<file path="src/design/fpss_pkg.sv">
package fpss_pkg;

  // ==========================================================
  // Register map
  localparam logic [7:0] FPSS_ADDR_FB_CTRL    = 8'h16;
  localparam logic [7:0] FPSS_ADDR_STATUS_SEL = 8'h17;

  // ==========================================================
  // Field positions
  localparam int FPSS_BYPASS_BIT = 3;
  localparam int FPSS_MODE_LSB   = 0;
  localparam int FPSS_MODE_W     = 3;
  localparam int FPSS_SEL_LSB    = 2;
  localparam int FPSS_SEL_W      = 6;

  // ==========================================================
  // Reset values
  localparam logic [2:0] FPSS_MODE_RESET   = 3'h6;
  localparam logic       FPSS_BYPASS_RESET = 1'b0;
  localparam logic [5:0] FPSS_SEL_RESET    = 6'h00;
  localparam logic [5:0] FPSS_SWALLOW_RESET = 6'h00;

  // ==========================================================
  // Status selections, top bit clear
  localparam logic [5:0] FPSS_SEL_FB_DLY   = 6'h01;
  localparam logic [5:0] FPSS_SEL_REF_DLY  = 6'h02;
  localparam logic [5:0] FPSS_SEL_SWALLOW  = 6'h03;
  localparam logic [5:0] FPSS_SEL_PRESCALE = 6'h04;
  localparam logic [5:0] FPSS_SEL_PFD_UP   = 6'h05;
  localparam logic [5:0] FPSS_SEL_PFD_DN   = 6'h06;
  localparam int         FPSS_SEL_TOP      = 5;

  // ==========================================================
  // Prescaler table: low ratio and dual-modulus flag per code
  function automatic logic [5:0] fpss_low_ratio(input logic [2:0] code);
    unique case (code)
      3'h0:    return 6'h01;
      3'h1:    return 6'h02;
      3'h2:    return 6'h02;
      3'h3:    return 6'h04;
      3'h4:    return 6'h08;
      3'h5:    return 6'h10;
      3'h6:    return 6'h20;
      default: return 6'h03;
    endcase
  endfunction : fpss_low_ratio

  function automatic logic fpss_is_dual(input logic [2:0] code);
    return (code >= 3'h2) && (code <= 3'h6);
  endfunction : fpss_is_dual

  // ==========================================================
  // Carriers
  typedef struct packed {
    logic [2:0]  mode;
    logic        bypass;
    logic [5:0]  swallow;
    logic [12:0] main_count;
    logic        counter_reset;
  } fpss_div_cfg_t;

  typedef struct packed {
    logic prescale_out;
    logic swallow_out;
    logic feedback_out;
  } fpss_div_out_t;

  typedef struct packed {
    logic [5:0]    pre_cnt;
    logic [5:0]    swallow_left;
    logic [12:0]   main_left;
    fpss_div_out_t out;
  } fpss_div_state_t;

  typedef struct packed {
    logic [2:0] mode;
    logic       bypass;
    logic [5:0] sel;
    logic [7:0] rdata;
    logic       fb_dly;
    logic       status;
  } fpss_regs_t;

endpackage : fpss_pkg

</file>
<file path="src/design/fpss_feedback_divider.sv">
`timescale 1ns/100ps
module fpss_feedback_divider (
  input  wire logic                    clk,
  input  wire logic                    rst_b,
  input  wire logic                    vco_tick,
  input  wire fpss_pkg::fpss_div_cfg_t cfg,
  output fpss_pkg::fpss_div_out_t      div_out
);

  fpss_pkg::fpss_div_state_t state;
  fpss_pkg::fpss_div_state_t next_state;

  logic        dual;
  logic [5:0]  ratio;
  logic [12:0] main_load;

  // ==========================================================
  // Divider step
  always_comb begin
    dual = fpss_pkg::fpss_is_dual(cfg.mode);
    // Bypass only counts in fixed modes; dual modes ignore it
    if (cfg.bypass && !dual) begin
      main_load = 13'h0001;
    end else if (cfg.main_count == 13'h0000) begin
      main_load = 13'h0001;
    end else begin
      main_load = cfg.main_count;
    end
    ratio = fpss_pkg::fpss_low_ratio(cfg.mode);
    if (dual && state.swallow_left != 6'h00) begin
      ratio = ratio + 6'h01;
    end
    next_state = state;
    next_state.out = '0;
    if (cfg.counter_reset) begin
      next_state.pre_cnt      = '0;
      next_state.swallow_left = dual ? cfg.swallow : fpss_pkg::FPSS_SWALLOW_RESET;
      next_state.main_left    = main_load;
    end else if (vco_tick) begin
      if (state.pre_cnt >= ratio - 6'h01) begin
        next_state.pre_cnt = '0;
        next_state.out.prescale_out = 1'b1;
        if (state.swallow_left != 6'h00) begin
          next_state.swallow_left = state.swallow_left - 6'h01;
          next_state.out.swallow_out = (state.swallow_left == 6'h01);
        end
        if (state.main_left <= 13'h0001) begin
          // Cycle of low*B + A ticks ends; reload both counters
          next_state.out.feedback_out = 1'b1;
          next_state.main_left = main_load;
          next_state.swallow_left = dual ? cfg.swallow : fpss_pkg::FPSS_SWALLOW_RESET;
        end else begin
          next_state.main_left = state.main_left - 13'h0001;
        end
      end else begin
        next_state.pre_cnt = state.pre_cnt + 6'h01;
      end
    end
  end

  always_ff @(posedge clk) begin
    if (!rst_b) begin
      state.pre_cnt      <= '0;
      state.swallow_left <= fpss_pkg::FPSS_SWALLOW_RESET;
      state.main_left    <= 13'h0001;
      state.out          <= '0;
    end else begin
      state <= next_state;
    end
  end

  assign div_out = state.out;

endmodule : fpss_feedback_divider

</file>
<file path="src/design/fpss_top.sv">
`timescale 1ns/100ps
// What this block does
// - Bypass of main counter only matters in fixed-divide prescaler modes.
// - Bypass set makes main counter divide by one; cleared means normal.
// - Three-bit prescaler code picks fixed or dual-modulus division.
// - Code 010 divides by three with swallow nonzero, else two.
// - Codes 011, 100, 101 divide 5/4, 9/8, 17/16.
// - Code 110 is reset default, dividing 33 or 32.
// - Six-bit select drives status pin; writes only while override clear.
// - Unlisted low selections and zero hold the status pin at ground.
// - Selections one to six route divider and detector signals.
// - Top-bit selections follow reference monitor encoding; zero is ground.
// - Six-bit swallow counter belongs to feedback divider, resets zero.
module fpss_top #(
  parameter int MAIN_W = 13
) (
  input  wire logic        clk,
  input  wire logic        rst_b,
  input  wire logic [7:0]  reg_addr,
  input  wire logic [7:0]  reg_wdata,
  input  wire logic        reg_write,
  output logic      [7:0]  reg_rdata,
  input  wire logic        status_override,
  input  wire logic        vco_tick,
  input  wire logic [5:0]  swallow_value,
  input  wire logic [12:0] main_value,
  input  wire logic        counter_reset,
  input  wire logic        ref_div_delayed,
  input  wire logic        pfd_up,
  input  wire logic        pfd_down,
  input  wire logic [31:0] reference_monitor_pin_sources,
  output logic             prescale_out,
  output logic             feedback_out,
  output logic             status_pin
);

  // ==========================================================
  // Elaboration check
  if (MAIN_W != 13) begin : g_bad_width
    $error("fpss_top: main counter width must be 13");
  end

  fpss_pkg::fpss_regs_t    regs;
  fpss_pkg::fpss_regs_t    next_regs;
  fpss_pkg::fpss_div_cfg_t div_cfg;
  fpss_pkg::fpss_div_out_t div_out;

  logic fb_sel;
  logic ref_sel;

  // ==========================================================
  // Feedback divider
  always_comb begin
    div_cfg.mode          = regs.mode;
    div_cfg.bypass        = regs.bypass;
    div_cfg.swallow       = swallow_value;
    div_cfg.main_count    = main_value;
    div_cfg.counter_reset = counter_reset;
  end

  fpss_feedback_divider u_div (
    .clk     (clk),
    .rst_b   (rst_b),
    .vco_tick(vco_tick),
    .cfg     (div_cfg),
    .div_out (div_out)
  );

  // ==========================================================
  // Registers and status selection
  always_comb begin
    fb_sel  = (reg_addr == fpss_pkg::FPSS_ADDR_FB_CTRL);
    ref_sel = (reg_addr == fpss_pkg::FPSS_ADDR_STATUS_SEL);
    next_regs = regs;
    if (reg_write && fb_sel) begin
      next_regs.mode   = reg_wdata[fpss_pkg::FPSS_MODE_LSB +: fpss_pkg::FPSS_MODE_W];
      next_regs.bypass = reg_wdata[fpss_pkg::FPSS_BYPASS_BIT];
    end
    // Locked selection: write is dropped, not queued
    if (reg_write && ref_sel && !status_override) begin
      next_regs.sel = reg_wdata[fpss_pkg::FPSS_SEL_LSB +: fpss_pkg::FPSS_SEL_W];
    end
    next_regs.rdata = 8'h00;
    if (fb_sel) begin
      next_regs.rdata[fpss_pkg::FPSS_MODE_LSB +: fpss_pkg::FPSS_MODE_W] = regs.mode;
      next_regs.rdata[fpss_pkg::FPSS_BYPASS_BIT] = regs.bypass;
    end else if (ref_sel) begin
      next_regs.rdata[fpss_pkg::FPSS_SEL_LSB +: fpss_pkg::FPSS_SEL_W] = regs.sel;
    end
    // One-cycle delay stands in for the feedback output delay
    next_regs.fb_dly = div_out.feedback_out;
    if (regs.sel[fpss_pkg::FPSS_SEL_TOP]) begin
      if (regs.sel[4:0] == 5'h00) begin
        next_regs.status = 1'b0;
      end else begin
        next_regs.status = reference_monitor_pin_sources[regs.sel[4:0]];
      end
    end else begin
      unique case (regs.sel)
        fpss_pkg::FPSS_SEL_FB_DLY:   next_regs.status = regs.fb_dly;
        fpss_pkg::FPSS_SEL_REF_DLY:  next_regs.status = ref_div_delayed;
        fpss_pkg::FPSS_SEL_SWALLOW:  next_regs.status = div_out.swallow_out;
        fpss_pkg::FPSS_SEL_PRESCALE: next_regs.status = div_out.prescale_out;
        fpss_pkg::FPSS_SEL_PFD_UP:   next_regs.status = pfd_up;
        fpss_pkg::FPSS_SEL_PFD_DN:   next_regs.status = pfd_down;
        default:                     next_regs.status = 1'b0;
      endcase
    end
  end

  always_ff @(posedge clk) begin
    if (!rst_b) begin
      regs.mode   <= fpss_pkg::FPSS_MODE_RESET;
      regs.bypass <= fpss_pkg::FPSS_BYPASS_RESET;
      regs.sel    <= fpss_pkg::FPSS_SEL_RESET;
      regs.rdata  <= 8'h00;
      regs.fb_dly <= 1'b0;
      regs.status <= 1'b0;
    end else begin
      regs <= next_regs;
    end
  end

  assign reg_rdata    = regs.rdata;
  assign status_pin   = regs.status;
  assign prescale_out = div_out.prescale_out;
  assign feedback_out = div_out.feedback_out;

endmodule : fpss_top

</file>
<file path="config.mk">
export PLATFORM = sky130hd
export DESIGN_NAME = fpss_top
export DESIGN_NICKNAME = d
export VERILOG_FILES = /design/src/design/fpss_pkg.sv /design/src/design/fpss_feedback_divider.sv /design/src/design/fpss_top.sv
export SDC_FILE = /design/constraint.sdc
export NUM_CORES = 1
export LEC_CHECK = 0
export BUFFER_PORTS_ARGS = -buffer_cell sky130_fd_sc_hd__buf_2
export CAP_MARGIN = 5
export CORE_ASPECT_RATIO = 1.75
export CORE_UTILIZATION = 52
export CTS_CLUSTER_SIZE = 24
export DETAILED_ROUTE_END_ITERATION = 6
export PLACE_DENSITY_LB_ADDON = 0.2
export SLEW_MARGIN = 20
export SYNTH_ARGS = -nofsm -noshare
export SYNTH_HDL_FRONTEND = slang
export SYNTH_SLANG_ARGS = --single-unit
</file>
<file path="constraint.sdc">
create_clock -name clk -period 5.25 [get_ports clk]
set_input_delay 0.525 -clock clk [delete_from_list [all_inputs] [get_ports clk]]
set_output_delay 0.525 -clock clk [all_outputs]
set_load 0.05 [all_outputs]
</file>
==> flow_summary.json <==
{
  "synth_top_family_by_area": "simple AND/OR/NAND/NOR gates",
  "whs_ns": 0.442,
  "antenna_found_initial": 0,
  "rows": 36,
  "fmax_ghz": 0.266,
  "drt_first_iter_violations": 102,
  "drv_cap": 0,
  "grt_usage_pct": 24.4,
  "status": "complete, no violations",
  "hold_buffers": 0,
  "yosys.area_share.simple_pct": 25.7,
  "worstMarginPinSlew_ns": 0.750,
  "post-route-drc-count": 0,
  "grt_first_pass_wirelength_um": 11600,
  "grt.overflow.total": 0,
  "first_global_vias": 2682,
  "setup_tns_ns": 0,
  "syn_area_mm2": 0.00305,
  "start_util_pct": 54.6,
  "ir_drop_mv": 0.150,
  "power_frac_comb_pct": 31.2,
  "post_cts_buffers": 0,
  "switchingPower_w": 0.000323,
  "die_w_um": 59.9,
  "min_period_over_period_pct": 71.7,
  "maxSlewViolCount": 0,
  "syn_area_per_cell_um2": 8.24,
  "grt_max_degree": 34,
  "rsz0062_at_grt": "false",
  "postRouteAntennaNets": 0,
  "endpoint_kind": "flop",
  "synth-edff-count": 0,
  "synth_xor_area_share_pct": 2.01,
  "wire_per_inst_um": 14.1,
  "p_leak_nw": 1.63,
  "cp.arrival_ns": 3.92,
  "crit_start": "div_cfg[22]",
  "layout.nets": 526,
  "synth_nets": 460,
  "period_needed_ns": 3.76,
  "yosysWarnings": 0,
  "cp-start-kind": "flop",
  "root_buffer": "clkbuf_8",
  "antenna_cells": 0,
  "cts_sinks": 48,
  "power.total_w": 0.000986,
  "core_mm2": 0.00559,
  "firstDrtPassIters": 4,
  "synth_area_leader_cell": "dfxtp_1",
  "p_sw_share_pct": 32.7,
  "slew_headroom_pct": 49.9,
  "clkPwrFrac_pct": 27.4,
  "drive_gt1_share_pct": 25.6,
  "via_count": 2902,
  "area_growth_pct": 16.4,
  "routed_via_density": 5.66,
  "critPathKind": "reg -> reg",
  "synth.distinct_cells": 49,
  "io-pin-count": 87,
  "htree_levels": 2,
  "r2r-start": "div_cfg[22]",
  "fin_util_pct": 63.5,
  "synth_compound_area_share_pct": 17.9,
  "gp_congestion": 0.884,
  "cts_tree": "built",
  "fin_skew_ns": 0.0114,
  "postSynthCellCount": 370,
  "cts.clk_slew.worst_paths_ns": 0.10,
  "holdCritPathClass": "in -> reg",
  "hpwl_um": 5350,
  "numCtsBuffers": 5,
  "post_cts_resize_count": 0,
  "powerDensity_mw_per_mm2": 278,
  "pwr-share-seq_pct": 41.4,
  "clock_path_buffers": 2,
  "synthTopCellsByArea": "dfxtp_1 32%, ha_1 5.7%, nor2_1 5.4%",
  "synth-async-reset-ratio_pct": 0,
  "io_buffers": 85,
  "fp.dieArea_mm2": 0.00618,
  "synthMuxAreaShare_pct": 10.5,
  "final_hold_viol_count": 0,
  "synth_top_area_share_pct": 31.5,
  "intPower_w": 0.000663,
  "die_height_um": 103,
  "wl_um": 7210,
  "path_max_fanout": 32,
  "finalSetupViolations": 0,
  "ys.flop_type": "dfxtp_1",
  "worst_skew_pair.late_latency_ns": 0.31,
  "min_from": "reg_wdata[4]",
  "crit_required_ns": 5.41,
  "ys_ff_latch": 48,
  "seq_area_frac_synth_pct": 31.5,
  "synth_fa_ha_area_share_pct": 5.75,
  "fillers": 526
}
-- cells in the final DEF, fill, tap and decap left out, types with 2 or more instances in the layout --
cell type  instances
a211oi_1           2
a21o_1             7
a21oi_1           28
a311oi_1           3
a31oi_1            4
and2_1             3
and3_1            12
buf_2             85
buf_4              4
clkbuf_8           5
dfxtp_1           48
ha_1              14
inv_1             11
mux2i_1           15
mux4_2             7
nand2_1           31
nand2b_1           5
nand3_1           21
nand3b_1           3
nand4_1            5
nand4b_1           2
nor2_1            44
nor3_1            14
nor3b_1            4
nor4_1             6
o211a_1            3
o211ai_1           2
o21ai_0           17
o22ai_1            4
or3_1              2
xnor2_1            4
xor2_1             3
-- per-layer routing --
layer	wire length, µm	global-route usage (%)	up-vias
li1	-	-	1467
met1	2950	25.6	1350
met2	3890	47.4	80
met3	290	3.48	5
met4	73	8.41	0
met5	0	0	-
-- final timing paths --
check             cells past startpoint  slack (ns)         endpoint
setup / recovery                     17        1.49  u_div.state[16]
hold / removal                        3        0.44         regs[12]
setup reg to reg                     17        1.49  u_div.state[16]
hold reg to reg                       1        0.49          regs[1]
-- power groups by stage --
stage	Combinational, W	Clock, W	Sequential, W
after floorplan	0.000231	0	0.000411
after global placement	0.000297	0	0.000415
after detailed placement	0.000306	0	0.000416
after CTS	0.000308	0.000274	0.000407
after global routing	0.000344	0.000286	0.000412
final	0.000308	0.000270	0.000408
-- critical path, cell delays in order, from the launching register on --
cell and delay, ns:
dfxtp_1 0.43, and3_1 0.25, nor2_1 0.49, nand2_1 0.14, mux2i_1 0.19, ha_1 0.24, nor2_1 0.06, nand2_1 0.08
nand2_1 0.05, a21oi_1 0.15, ha_1 0.27, and3_1 0.17, and3_1 0.19, a221oi_2 0.22, buf_4 0.35, a31oi_4 0.11
a21oi_1 0.17, a311oi_1 0.06
-- cell families (layout without fill, tap and decap cells) --
family                   count (synthesis)  count (layout)
flip-flops                              48              48
XOR/XNOR                                 7               7
AO/OA/AOI/OAI                           81              81
AND/OR/NAND/NOR                        156             156
adder cells (fa/ha/maj)                 14              14
buffers and inverters                   41             108
multiplexers                            23              23
-- synthesized netlist by cell type (4+ instances only) --
cell      count
nand2_1      31
buf_4        10
ha_1         14
and3_1       12
nand3_1      21
a31oi_1       4
dfxtp_1      48
mux2i_1      15
inv_1        11
nor4_1        6
nor2_1       44
xnor2_1       4
a21oi_1      28
mux4_2        7
nor3b_1       4
nor3_1       14
o22ai_1       4
buf_2         4
o21ai_0      17
a21o_1        7
nand2b_1      5
clkbuf_1     15
nand4_1       5
-- registers in the layout, indices dropped and copies added, names as in the netlist --
name / cells
u_div.state: 25
u_div.div_out: 3
regs: 7
status_pin: 1
div_cfg: 4
reg_rdata: 8
-- per-stage QoR --
step	instance area, µm²	setup slack (ns)	std cells
after CTS	3550	1.48	513
final	3550	1.49	513
after floorplan	3050	1.57	370
after detailed placement	3440	1.51	505
after global routing	3550	1.17	513
after global placement	3440	1.60	505
-- layout make-up --
class | count | area (µm²) | share of cell area [%]
Multi-Input combinational cell | 281 | 1880 | 53.1
Timing Repair Buffer | 89 | 455 | 12.8
Tap cell | 76 | 95.1 | 2.68
Clock inverter | 3 | 42.5 | 1.20
Sequential cell | 48 | 961 | 27.1
Inverter | 11 | 41.3 | 1.16
Clock buffer | 5 | 68.8 | 1.94
No activity file was read; power rests on OpenSTA's default activity.
